--- config.mk ---
export PLATFORM = sky130hd
export DESIGN_NAME = cdt_countdown_timer_control
export DESIGN_NICKNAME = d
export VERILOG_FILES = /design/src/design/cdt_pkg.sv /design/src/design/cdt_countdown_timer_control.sv
export SDC_FILE = /design/constraint.sdc
export NUM_CORES = 1
export LEC_CHECK = 0
export ABC_AREA = 1
export BUFFER_PORTS_ARGS = -buffer_cell sky130_fd_sc_hd__buf_2
export CAP_MARGIN = 20
export CORE_ASPECT_RATIO = 2
export CORE_MARGIN = 3
export CORE_UTILIZATION = 47
export DETAILED_ROUTE_END_ITERATION = 8
export PLACE_DENSITY = 0.74
export SKIP_CTS_REPAIR_TIMING = 1
export SLEW_MARGIN = 20
export SYNTH_ARGS = -nofsm -noshare
export SYNTH_HDL_FRONTEND = slang
export SYNTH_SLANG_ARGS = --single-unit
--- constraint.sdc ---
create_clock -name clk -period 5.2 [get_ports clk]
set_input_delay 0 -clock clk [delete_from_list [all_inputs] [get_ports clk]]
set_output_delay 0 -clock clk [all_outputs]
set_load 0.02 [all_outputs]
--- src/design/cdt_pkg.sv ---
// cdt_pkg: register map, field layout and reset values for the countdown timers
// assumes a 32-bit axi4-lite register bus and a 50 MHz system clock
package cdt_pkg;
	localparam int unsigned CDT_NUM_TIMERS = 3;
	localparam int unsigned CDT_ADDR_W     = 8;
	// byte offsets
	localparam logic [7:0]  CDT_OFS_TICK_DIV = 8'h04;
	localparam logic [7:0]  CDT_OFS_VALUE    = 8'h08;
	localparam logic [7:0]  CDT_OFS_RELOAD   = 8'h14;
	localparam logic [7:0]  CDT_OFS_CTRL     = 8'h20;
	localparam logic [7:0]  CDT_OFS_STRIDE   = 8'h04;
	// control field positions
	localparam int unsigned CDT_BIT_PRELOAD  = 0;
	localparam int unsigned CDT_BIT_RUN      = 1;
	localparam int unsigned CDT_BIT_SINGLE   = 2;
	// reset values
	localparam logic [17:0] CDT_TICK_DIV_RST = 18'h061A7;
	localparam logic [31:0] CDT_VALUE_RST    = 32'h0000_0000;
	localparam logic [31:0] CDT_RELOAD_RST   = 32'h0000_0000;
	localparam logic [2:0]  CDT_CTRL_RST     = 3'h0;
	// axi responses
	localparam logic [1:0]  CDT_RESP_OKAY    = 2'h0;
	localparam logic [1:0]  CDT_RESP_SLVERR  = 2'h2;

	typedef struct packed {
		logic        single_fire_select;
		logic        countdown_run;
	} cdt_ctrl_t;
endpackage : cdt_pkg

--- src/design/cdt_countdown_timer_control.sv ---
// cdt_countdown_timer_control: prescaler, per-timer down counters, axi4-lite registers
// assumes one synchronous clock; tick derived from clk standing in for the base clock
`timescale 1ns/100ps
module cdt_countdown_timer_control
	import cdt_pkg::*;
#(
	parameter int unsigned NUM_TIMERS = cdt_pkg::CDT_NUM_TIMERS
) (
	// clock and reset
	input  wire logic                  clk,
	input  wire logic                  rst_b,
	// axi4-lite write address and data
	input  wire logic [7:0]            s_axi_awaddr,
	input  wire logic                  s_axi_awvalid,
	output logic                       s_axi_awready,
	input  wire logic [31:0]           s_axi_wdata,
	input  wire logic [3:0]            s_axi_wstrb,
	input  wire logic                  s_axi_wvalid,
	output logic                       s_axi_wready,
	// axi4-lite write response
	output logic [1:0]                 s_axi_bresp,
	output logic                       s_axi_bvalid,
	input  wire logic                  s_axi_bready,
	// axi4-lite read
	input  wire logic [7:0]            s_axi_araddr,
	input  wire logic                  s_axi_arvalid,
	output logic                       s_axi_arready,
	output logic [31:0]                s_axi_rdata,
	output logic [1:0]                 s_axi_rresp,
	output logic                       s_axi_rvalid,
	input  wire logic                  s_axi_rready,
	// timer events
	output logic [NUM_TIMERS-1:0]      timer_irq
);
	import cdt_pkg::*;

	logic [17:0]     tick_div_r;
	logic [17:0]     presc_r;
	logic            tick_r;
	logic [31:0]     value_r  [NUM_TIMERS];
	logic [31:0]     reload_r [NUM_TIMERS];
	cdt_ctrl_t       ctrl_r   [NUM_TIMERS];
	logic [NUM_TIMERS-1:0] irq_r;

	// write channel capture
	logic            aw_held_r;
	logic            w_held_r;
	logic [7:0]      awaddr_r;
	logic [31:0]     wdata_r;
	logic [3:0]      wstrb_r;
	logic            wr_go;
	logic            wr_hit;
	logic            rd_hit;
	logic [31:0]     rd_data;

	assign s_axi_awready = !aw_held_r && !s_axi_bvalid;
	assign s_axi_wready  = !w_held_r && !s_axi_bvalid;
	assign wr_go         = aw_held_r && w_held_r && !s_axi_bvalid;

	always_ff @(posedge clk or negedge rst_b) begin
		if (!rst_b) begin
			aw_held_r <= 1'b0;
			awaddr_r  <= 8'h00;
		end else if (s_axi_awvalid && s_axi_awready) begin
			aw_held_r <= 1'b1;
			awaddr_r  <= s_axi_awaddr;
		end else if (wr_go) begin
			aw_held_r <= 1'b0;
		end
	end

	always_ff @(posedge clk or negedge rst_b) begin
		if (!rst_b) begin
			w_held_r <= 1'b0;
			wdata_r  <= 32'h0000_0000;
			wstrb_r  <= 4'h0;
		end else if (s_axi_wvalid && s_axi_wready) begin
			w_held_r <= 1'b1;
			wdata_r  <= s_axi_wdata;
			wstrb_r  <= s_axi_wstrb;
		end else if (wr_go) begin
			w_held_r <= 1'b0;
		end
	end

	// decode helpers
	function automatic logic in_bank(input logic [7:0] a, input logic [7:0] base, input int unsigned n);
		in_bank = (a[1:0] == 2'h0) && (a >= base) && (a < 8'(base + 8'(n * 4)));
	endfunction : in_bank

	function automatic int unsigned bank_idx(input logic [7:0] a, input logic [7:0] base);
		bank_idx = int'(8'(a - base) >> 2);
	endfunction : bank_idx

	always_comb begin
		wr_hit = 1'b0;
		if (awaddr_r == CDT_OFS_TICK_DIV) begin
			wr_hit = 1'b1;
		end else if (in_bank(awaddr_r, CDT_OFS_VALUE, NUM_TIMERS)) begin
			wr_hit = 1'b1;
		end else if (in_bank(awaddr_r, CDT_OFS_RELOAD, NUM_TIMERS)) begin
			wr_hit = 1'b1;
		end else if (in_bank(awaddr_r, CDT_OFS_CTRL, NUM_TIMERS)) begin
			wr_hit = 1'b1;
		end
	end

	always_ff @(posedge clk or negedge rst_b) begin
		if (!rst_b) begin
			s_axi_bvalid <= 1'b0;
			s_axi_bresp  <= CDT_RESP_OKAY;
		end else if (wr_go) begin
			s_axi_bvalid <= 1'b1;
			s_axi_bresp  <= wr_hit ? CDT_RESP_OKAY : CDT_RESP_SLVERR;
		end else if (s_axi_bready) begin
			s_axi_bvalid <= 1'b0;
		end
	end

	// prescaler
	always_ff @(posedge clk or negedge rst_b) begin
		if (!rst_b) begin
			tick_div_r <= CDT_TICK_DIV_RST;
		end else if (wr_go && awaddr_r == CDT_OFS_TICK_DIV && wstrb_r[0]) begin
			tick_div_r <= wdata_r[17:0];
		end
	end

	always_ff @(posedge clk or negedge rst_b) begin
		if (!rst_b) begin
			presc_r <= 18'h00000;
			tick_r  <= 1'b0;
		end else if (presc_r >= tick_div_r) begin
			presc_r <= 18'h00000;
			tick_r  <= 1'b1;
		end else begin
			presc_r <= presc_r + 18'h00001;
			tick_r  <= 1'b0;
		end
	end

	// per-timer counters
	for (genvar g = 0; g < NUM_TIMERS; g++) begin : g_tmr
		localparam logic [7:0] VAL_A = 8'(CDT_OFS_VALUE + 8'(g * 4));
		localparam logic [7:0] REL_A = 8'(CDT_OFS_RELOAD + 8'(g * 4));
		localparam logic [7:0] CTL_A = 8'(CDT_OFS_CTRL + 8'(g * 4));
		logic wr_val;
		logic wr_ctl;
		logic fire;
		logic preload;

		assign wr_val  = wr_go && awaddr_r == VAL_A && (&wstrb_r);
		assign wr_ctl  = wr_go && awaddr_r == CTL_A && wstrb_r[0];
		assign preload = wr_ctl && wdata_r[CDT_BIT_PRELOAD];
		assign fire    = tick_r && ctrl_r[g].countdown_run && value_r[g] == 32'h0000_0000;

		always_ff @(posedge clk or negedge rst_b) begin
			if (!rst_b) begin
				reload_r[g] <= CDT_RELOAD_RST;
			end else if (wr_go && awaddr_r == REL_A && (&wstrb_r)) begin
				reload_r[g] <= wdata_r;
			end
		end

		always_ff @(posedge clk or negedge rst_b) begin
			if (!rst_b) begin
				value_r[g] <= CDT_VALUE_RST;
			end else if (preload) begin
				value_r[g] <= reload_r[g];
			end else if (wr_val) begin
				value_r[g] <= wdata_r;
			end else if (fire && !ctrl_r[g].single_fire_select) begin
				value_r[g] <= reload_r[g];
			end else if (tick_r && ctrl_r[g].countdown_run && !fire) begin
				value_r[g] <= value_r[g] - 32'h0000_0001;
			end
		end

		always_ff @(posedge clk or negedge rst_b) begin
			if (!rst_b) begin
				ctrl_r[g] <= cdt_ctrl_t'(CDT_CTRL_RST[CDT_BIT_SINGLE:CDT_BIT_RUN]);
			end else if (fire && ctrl_r[g].single_fire_select) begin
				ctrl_r[g].countdown_run <= 1'b0;
			end else if (wr_ctl) begin
				ctrl_r[g].countdown_run      <= wdata_r[CDT_BIT_RUN];
				ctrl_r[g].single_fire_select <= wdata_r[CDT_BIT_SINGLE];
			end
		end

		always_ff @(posedge clk or negedge rst_b) begin
			if (!rst_b) begin
				irq_r[g] <= 1'b0;
			end else begin
				irq_r[g] <= fire;
			end
		end
	end

	assign timer_irq = irq_r;

	// read channel
	assign s_axi_arready = !s_axi_rvalid;

	always_comb begin
		rd_data = 32'h0000_0000;
		rd_hit  = 1'b1;
		if (s_axi_araddr == CDT_OFS_TICK_DIV) begin
			rd_data = {14'h0000, tick_div_r};
		end else if (in_bank(s_axi_araddr, CDT_OFS_VALUE, NUM_TIMERS)) begin
			rd_data = value_r[bank_idx(s_axi_araddr, CDT_OFS_VALUE)];
		end else if (in_bank(s_axi_araddr, CDT_OFS_RELOAD, NUM_TIMERS)) begin
			rd_data = reload_r[bank_idx(s_axi_araddr, CDT_OFS_RELOAD)];
		end else if (in_bank(s_axi_araddr, CDT_OFS_CTRL, NUM_TIMERS)) begin
			rd_data = {29'h0000_0000, ctrl_r[bank_idx(s_axi_araddr, CDT_OFS_CTRL)], 1'b0};
		end else begin
			rd_hit  = 1'b0;
		end
	end

	always_ff @(posedge clk or negedge rst_b) begin
		if (!rst_b) begin
			s_axi_rvalid <= 1'b0;
			s_axi_rdata  <= 32'h0000_0000;
			s_axi_rresp  <= CDT_RESP_OKAY;
		end else if (s_axi_arvalid && s_axi_arready) begin
			s_axi_rvalid <= 1'b1;
			s_axi_rdata  <= rd_data;
			s_axi_rresp  <= rd_hit ? CDT_RESP_OKAY : CDT_RESP_SLVERR;
		end else if (s_axi_rready) begin
			s_axi_rvalid <= 1'b0;
		end
	end
endmodule : cdt_countdown_timer_control

==> results.yml, run 1 <==
outcome:
  outcome: "finished, violations left"
  violations: "design-rule violations"
global_route:
  grt_remaining_overflow: 0
  first_global_vias: 20998
  antenna_found_initial: 0
  grt_max_degree: 149
  grt_usage_pct: 38.91
  grt_pass1_wl_um: 134900
timing:
  report.final.slew_viol_count: 0
  fin_ws_ns: 1.541
  finalClockSkew_ns: 0.01768
  fin_tns_setup_ns: 0
  worst_slew_margin_rel_pct: 27.73
  finalSetupViolations: 0
  finalHoldViolCount: 0
  rsz0062_at_grt: "no"
  fin_crit_sh_pct: 70.36
  worst_pin_slew_ns: 1.081
  period_needed_ns: 3.659
  fmax_ghz: 0.2733
setup_path:
  critical_path_class: "reg -> reg"
  crit_required_ns: 5.62
  crit_family: "simple AND/OR/NAND/NOR gates"
  cp_slowest_cell: "nor2_1"
  worstPathCellList: "inv_1 > ha_1 > nand2_4 > nor2_8 > nand2_1 > nor2_1 > a21oi_1 > nor2_4 > inv_2 > nor2_1 > a21oi_1"
  worst_path_largest_cell_delay_ns: 0.76
  cp-start-kind: "flop"
  cp.arrival_ns: 4.08
  r2r.worst_path.cells: 11
  rrSetupSlack_ns: 1.54
  path_depth: 11
  timing.rr.end: "value_r[24]"
  r2r-start: "value_r[0]"
  critPathCaptureType: "flop"
  worst-path-max-fanout: 25
  critPathBufInv: 2
placed_design:
  hpwl_um: 69350
  io_buffers: 100
  gp_congestion: 1.096
  dpl_worst_slack_ns: 1.648
final_layout:
  multi_input_area_um2: 10660
  n_antenna_cell: 0
  syn_to_final_growth_pct: 11.63
  mostFrequentLayoutCells: "709 x nand2_1, 435 x nor2_1, 317 x inv_1"
  fillers: 4241
  seq_area_um2: 8018
  nNetsFinal: 3125
  drive_above_1_share_pct: 9.720
  layout_commonest_cell: "nand2_1"
synthesis:
  yosysSeqAreaShare_pct: 38.99
  avgSynthCellArea_um2: 6.940
  async_flop_share_pct: 100.0
  ys_seq_elements: 320
  ys.flop_type: "dfrtp_1"
  ys_types: 55
  synth_warnings: 0
  synth_area_um2: 20560
  synthCells: 2963
  synth_edf_count: 0
job:
  maxCapViolations: 0
clock_network:
  clkSinkCount: 320
  cts_tree: "yes"
  cts-buffers-inserted: 34
  cts-root-buf: "clkbuf_16"
  cts_buffer_depth: 3
  cts_max_level: 2
  clk_latency_ns: 0.55
  path_clk_slew_ns: 0.07
floorplanning:
  rows: 107
  dieArea_um2: 46450
  core_area_um2: 42980
  io-pin-count: 103
  start_util_pct: 47.85
  chipWidth_um: 153.9
  die_h_um: 301.8
routing:
  routed_wl_um: 92370
  drc: 6
  drt_iter0_markers: 2050
  dr.pass1.iters: 9
  vias: 21433
  ant_nets: 0
  viasPerCell: 5.935
  wire_per_inst_um: 25.58
power_and_ir_drop:
  finalPower_mw: 12.54
  peakVddDrop_uv: 432.9
  p_leak_nw: 11.51
  power_density_nw_per_um2: 546.4
min_path:
  min_path_type: "in -> async"
metrics by stage:
stage	std cells	hold WS, ns	util, %	instance area [µm²]
finish	3611	0.02669	53.41	22950
global route	3611	0.09439	53.41	22950
detailed placement	3501	0.008933	49.62	21330
floorplan	2964	-0.2956	-	20570
CTS	3563	-0.5436	52.28	22470
global placement	3501	0.01362	49.62	21330
power by group:
group | switching (mW) | internal [mW]
registers | 0.568 | 2.83
clock network | 1.10 | 1.47
logic | 4.60 | 1.98
registers in the layout, indices dropped and copies added, names as in the netlist, 3 cells and up:
| register | count |
|---|---|
| value_r | 96 |
| presc_r | 18 |
| tick_div_r | 18 |
| timer_irq | 3 |
| ctrl_r | 6 |
| awaddr_r | 8 |
| wdata_r | 32 |
| s_axi_rdata | 32 |
| reload_r | 96 |
| wstrb_r | 4 |
cell usage after synthesis, types with 6 or more instances:
library cell / count / area [µm²]
a22o_1: 13 / 113.9
nor2_1: 436 / 1637
ha_1: 26 / 325.3
nand2_1: 711 / 2669
o22ai_1: 31 / 193.9
o211ai_1: 18 / 135.1
nand4_1: 49 / 306.5
xor2_1: 61 / 534.3
inv_1: 318 / 1194
o221ai_1: 9 / 78.83
nor2_4: 10 / 112.6
nand3_2: 6 / 60.06
nand3_1: 147 / 735.7
buf_6: 10 / 112.6
o21ai_1: 28 / 140.1
inv_2: 13 / 48.80
a31oi_1: 6 / 37.54
nor2_2: 12 / 75.07
dfrtp_1: 312 / 7807
a21oi_1: 196 / 980.9
clkbuf_1: 79 / 296.5
nor3_1: 29 / 145.1
nand2_2: 16 / 100.1
dfstp_2: 8 / 210.2
buf_2: 30 / 150.1
xnor2_1: 13 / 113.9
o21ai_2: 18 / 157.7
buf_4: 11 / 82.58
o21ai_0: 283 / 1416
a22oi_1: 8 / 60.06
nand3b_1: 7 / 52.55
logic make-up after synthesis:
logic type	synth area share [%]
other	0.01824
and+or+nand+nor	30.33
buffers and inverters	9.304
adders and majority gates	1.582
DFF	38.99
AOI/OAI and AO/OA	16.40
xor gates and xnor gates	3.152
muxes	0.2190
how the worst max path moves through the flow:
stage | from | to | slack, ns
finish | value_r[0] | value_r[24] | 1.54
CTS | value_r[0] | value_r[24] | 1.62
global route | value_r[0] | value_r[24] | 1.41
floorplan | s_axi_araddr[2] | s_axi_rdata[5] | 3.08
detailed placement | value_r[0] | value_r[9] | 1.65
global placement | value_r[0] | value_r[9] | 1.64
layer usage:
layer	vias up	GRT usage, %	routed length [µm]
met4	0	30.16	9299
met2	1095	66.85	45020
li1	9729	-	-
met3	371	5.068	6454
met1	10238	43.31	31600
met5	-	0	0
final cells by class:
class,instances,share of cell area (%)
clock inverter,10,0.3543
clock buffer,52,4.628
multi-input combinational,2176,46.43
inverter,335,5.489
timing repair buffer,173,5.195
tap,545,2.971
sequential,320,34.93
Power figures use the tool's default switching activity.
==> run 2, diff against run 1 <==
PLACE_DENSITY = 0.76   (was 0.74)
clock period = 3.3 ns   (was 5.2 ns; I/O delays follow)
==> run 2 against run 1 <==
Compared with the run above: the run now ends clean; count of clock-buffer cells in the layout is 11 lower; maximum frequency grew 30%; via count up 3.1%; flip-flop and latch count did not move; largest cell class unchanged; first-iteration DRC count rose by 16%; die area did not move; cell count up 1.1%; final area grew 1.8%; sequential power up 61%.
==> results.yml, run 2 (synthesis results as in run 1) <==
timing:
  fmax_ghz: 0.3561
  fin_tns_setup_ns: 0
  rsz0062_at_grt: "no"
  worst_pin_slew_ns: 1.106
  period_needed_ns: 2.808
  worst_slew_margin_rel_pct: 25.50
  report.final.slew_viol_count: 0
  finalHoldViolCount: 0
  finalSetupViolations: 0
  fin_crit_sh_pct: 85.09
  finalClockSkew_ns: 0.03198
setup_path:
  cp.arrival_ns: 3.27
  crit_family: "simple AND/OR/NAND/NOR gates"
  cp_slowest_cell: "nand2_1"
  cp-start-kind: "flop"
  crit_required_ns: 3.76
  worst_path_largest_cell_delay_ns: 0.59
  critPathCaptureType: "flop"
  worst-path-max-fanout: 20
  worstPathCellList: "nor2_1 > nand3_1 > nor2_1 > nand3_2 > nand2_1 > nor2_4 > inv_2 > nor2_1 > a21oi_1"
  critPathBufInv: 1
  cp_common_cell: "nor2_1"
  critical_path_class: "reg -> reg"
placed_design:
  hpwl_um: 73380
  io_buffers: 100
  gp_congestion: 1.083
  dp_cells: 3540
floorplanning:
  rows: 107
  die_h_um: 301.8
  io-pin-count: 103
  core_area_um2: 42980
  chipWidth_um: 153.9
  dieArea_um2: 46450
  start_util_pct: 47.85
global_route:
  grt_max_degree: 102
  antenna_found_initial: 2
  grt_usage_pct: 41.08
  grt_remaining_overflow: 0
  first_global_vias: 21122
  grt_pass1_wl_um: 140200
power_and_ir_drop:
  power_density_nw_per_um2: 858.5
  p_leak_nw: 11.74
  peakVddDrop_uv: 541.3
final_layout:
  multi_input_area_um2: 10660
  syn_to_final_growth_pct: 13.65
  drive_above_1_share_pct: 10.93
  seq_area_um2: 8018
  fillers: 4268
  mostFrequentLayoutCells: "710 x nand2_1, 435 x nor2_1, 317 x inv_1"
  layout_commonest_cell: "nand2_1"
  fin_cells: 3651
  reg_top3: "reload_r: 96 flops, value_r: 96 flops"
  nNetsFinal: 3163
routing:
  wire_per_inst_um: 26.74
  vias: 22097
  viasPerCell: 6.052
  drt_iter0_markers: 2382
  dr.pass1.iters: 6
  routed_wl_um: 97630
  ant_nets: 0
  drc: 0
clock_network:
  cts_buffer_depth: 3
  cts-root-buf: "clkbuf_16"
  clkSinkCount: 320
  cts_max_level: 2
  cts_tree: "yes"
  path_clk_slew_ns: 0.06
  clk_latency_ns: 0.56
  cts-buffers-inserted: 34
outcome:
  outcome: "finished clean"
min_path:
  min_path_type: "in -> reg"
job:
  maxCapViolations: 0
[run 2: changes by cell type in the layout (fill, tap and decap cells not counted), moves of 4 or more]
| cell | change |
|---|---|
| buf_4 | +35 |
| clkbuf_1 | -5 |
| buf_12 | +4 |
| bufinv_16 | +4 |
| diode_2 | +4 |
[run 2: where the power goes]
group,internal (mW),switching (mW)
logic,3.25,7.08
registers,4.45,1.00
clock network,2.44,1.84
total,10.1,9.92
[run 2: metal layers]
layer  track usage (%)  vias up  wire [µm]
met5                 0        -         13
met4             40.90        2      13320
met3             7.416      544       7665
met2             68.66     1335      45770
met1             42.13    10391      30860
li1                  -     9825          -
[run 2: path summary, 6_finish.rpt]
check | slack (ns) | cells past startpoint | start | endpoint
worst max register to register | 0.49 | 9 | awaddr_r[7] | value_r[15]
worst min-delay path | 0.001 | 3 | s_axi_awvalid | aw_held_r
worst max-delay path | 0.49 | 9 | awaddr_r[7] | value_r[15]
worst min register to register | 0.48 | 2 | s_axi_rdata[30] | s_axi_rdata[30]
min in group asynchronous | 0.07 | 2 | rst_b | presc_r[11]
max in group asynchronous | 2.14 | 3 | rst_b | reload_r[62]
[run 2: area by class of cell]
cell class	instances	area share (%)
clock inverter	19	1.248
sequential	320	34.31
clock buffer	41	3.967
inverter	335	5.392
antenna	4	0.04283
timing repair buffer	211	6.521
multi-input combinational	2176	45.60
tap	545	2.918
[run 2: worst register-to-register path, cell delays in order, from the launching register on]
cell     delay (ns)
dfrtp_1        0.38
nor2_1         0.23
nand3_1        0.19
nor2_1         0.15
nand3_2        0.31
nand2_1        0.59
nor2_4         0.19
inv_2          0.46
nor2_1         0.08
a21oi_1        0.14
[run 2: stage by stage]
step	total power, mW	hold WS, ns	setup slack, ns	area, µm²	util (%)
detailed placement	15.39	0.1033	0.6866	21670	50.42
global route	21.11	0.08807	0.4005	23360	54.36
floorplan	11.80	-0.2956	1.180	20570	-
CTS	19.68	-0.4828	0.6554	22890	53.26
global placement	15.40	0.1046	0.6689	21670	50.42
finish	20.06	0.001198	0.4920	23370	54.38
==> run 3, diff against run 2 <==
BUFFER_PORTS_ARGS = -buffer_cell sky130_fd_sc_hd__buf_4   (was -buffer_cell sky130_fd_sc_hd__buf_2)
==> run 3 against run 2 <==
Compared with the run above: power down 1.9%; count of clock-buffer cells in the layout up 6; clock skew down 0.015 ns; register-to-register slack better by 0.09 ns; sequential power down 0.9%; combinational power about the same; core utilization up 0.27 points; first-iteration DRC count up 1.8%; maximum frequency up 3.5%; largest power group unchanged.
==> results.yml, run 3 (synthesis results as in run 1) <==
outcome:
  outcome: "finished clean"
setup_path:
  r2r-start: "value_r[32]"
  critical_path_class: "reg -> reg"
  crit_start: "value_r[32]"
  cp_common_cell: "nand2_1"
  worstPathCellList: "inv_1 > ha_1 > nand2_2 > nor2_4 > nand2_1 > nor2_4 > a21oi_2 > nor2_8 > buf_4 > a21oi_1 > nand2_1 > nand2_1"
  critPathCaptureType: "flop"
  worst-path-max-fanout: 24
  worst_path_largest_cell_delay_ns: 0.38
  cp.arrival_ns: 3.14
  cp-start-kind: "flop"
  cp_slowest_cell: "dfrtp_1"
  crit_required_ns: 3.72
timing:
  report.final.slew_viol_count: 0
  finalClockSkew_ns: 0.01658
  period_needed_ns: 2.714
  worst_pin_slew_ns: 0.8324
  finalSetupViolations: 0
  worst_slew_margin_rel_pct: 44.51
  fmax_ghz: 0.3685
  fin_crit_sh_pct: 82.24
  whs_ns: 0.02467
  fin_tns_setup_ns: 0
  rsz0062_at_grt: "no"
  finalHoldViolCount: 0
placed_design:
  dpl_cell_area_um2: 21850
  gp_congestion: 1.083
  hpwl_um: 75000
  io_buffers: 100
power_and_ir_drop:
  combPwrFrac_pct: 51.9
  seq_power_share_pct: 27.4
  power_density_nw_per_um2: 838.1
  internal-power_mw: 10.01
  p_leak_nw: 11.71
  p_sw_mw: 9.676
  pwr-share-clk_pct: 20.7
  peakVddDrop_uv: 554.1
  swShare_pct: 49.16
clock_network:
  cts-buffers-inserted: 34
  cts_tree: "yes"
  cts-root-buf: "clkbuf_16"
  clkSinkCount: 320
  cts_buffer_depth: 3
  clk_latency_ns: 0.54
  path_clk_slew_ns: 0.07
  cts_max_level: 2
floorplanning:
  dieArea_um2: 46450
  start_util_pct: 47.85
  core_area_um2: 42980
  rows: 107
  die_h_um: 301.8
  io-pin-count: 103
  chipWidth_um: 153.9
global_route:
  antenna_found_initial: 4
  grt_max_degree: 99
  grt_pass1_wl_um: 139900
  grt_remaining_overflow: 0
  first_global_vias: 20942
  grt_usage_pct: 40.94
routing:
  routed_wl_um: 97830
  vias: 21906
  viasPerCell: 6.013
  dr.pass1.iters: 6
  drt_iter0_markers: 2425
  wire_per_inst_um: 26.85
  drc: 0
  ant_nets: 0
final_layout:
  drive_above_1_share_pct: 10.65
  n_antenna_cell: 0
  nNetsFinal: 3157
  layout_commonest_cell: "nand2_1"
  syn_to_final_growth_pct: 14.22
  fillers: 4215
  reg_top3: "reload_r: 96 flops, value_r: 96 flops"
  fin_area_um2: 23490
  mostFrequentLayoutCells: "710 x nand2_1, 434 x nor2_1, 317 x inv_1"
job:
  maxCapViolations: 0
min_path:
  min_path_type: "in -> reg"
  hold_start: "s_axi_awvalid"
-- run 3: final cells by class --
cell class                      instances  area (µm²)  share of cell area, %
Sequential cell                       320        8018                  34.14
Clock inverter                         15       148.9                 0.6340
Inverter                              335        1260                  5.365
Multi-Input combinational cell       2176       10660                  45.38
Tap cell                              545       681.9                  2.903
Timing Repair Buffer                  205        1717                  7.309
Clock buffer                           47        1003                  4.273
-- run 3: power by group through the flow --
stage | logic (mW) | registers (mW) | clock network [mW]
CTS | 9.94 | 5.33 | 4.10
global placement | 9.87 | 5.38 | 0
finish | 10.2 | 5.40 | 4.08
detailed placement | 9.88 | 5.40 | 0
floorplan | 6.81 | 4.99 | 0
global route | 11.1 | 5.38 | 4.21
-- run 3: critical path, delay by kind of cell (launching register included) --
family | cells | cell delay [ns]
buffers and inverters | 2 | 0.48
flip-flops | 1 | 0.38
adder cells (fa/ha/maj) | 1 | 0.32
AND/OR/NAND/NOR | 7 | 1.17
AO/OA/AOI/OAI | 2 | 0.21
-- run 3: routing by layer --
layer  track usage [%]  share of wire (%)  vias up
met1             43.50                 32    10412
li1                  -                  -     9809
met4             33.34                 11        4
met2             71.57                 49     1289
met3             5.770                7.6      392
met5                 0              0.025        -
-- run 3: final timing paths --
path                                      to  slack (ns)  depth (start not counted)
worst max-delay path             value_r[48]        0.59                         12
worst min-delay path               aw_held_r        0.02                          3
worst max register to register   value_r[48]        0.59                         12
worst min register to register  reload_r[90]        0.48                          2
max in group asynchronous           w_held_r        2.15                          3
min in group asynchronous        presc_r[11]        0.11                          2
-- run 3: metrics by stage --
| stage | power, mW | cells | util (%) | setup WS, ns |
|---|---|---|---|---|
| after floorplan | 11.80 | 2964 | - | 1.180 |
| after global placement | 15.25 | 3533 | 50.85 | 0.6298 |
| after detailed placement | 15.28 | 3533 | 50.85 | 0.6272 |
| after CTS | 19.37 | 3595 | 53.53 | 0.5972 |
| after global routing | 20.73 | 3643 | 54.65 | 0.4665 |
| final | 19.68 | 3643 | 54.65 | 0.5861 |
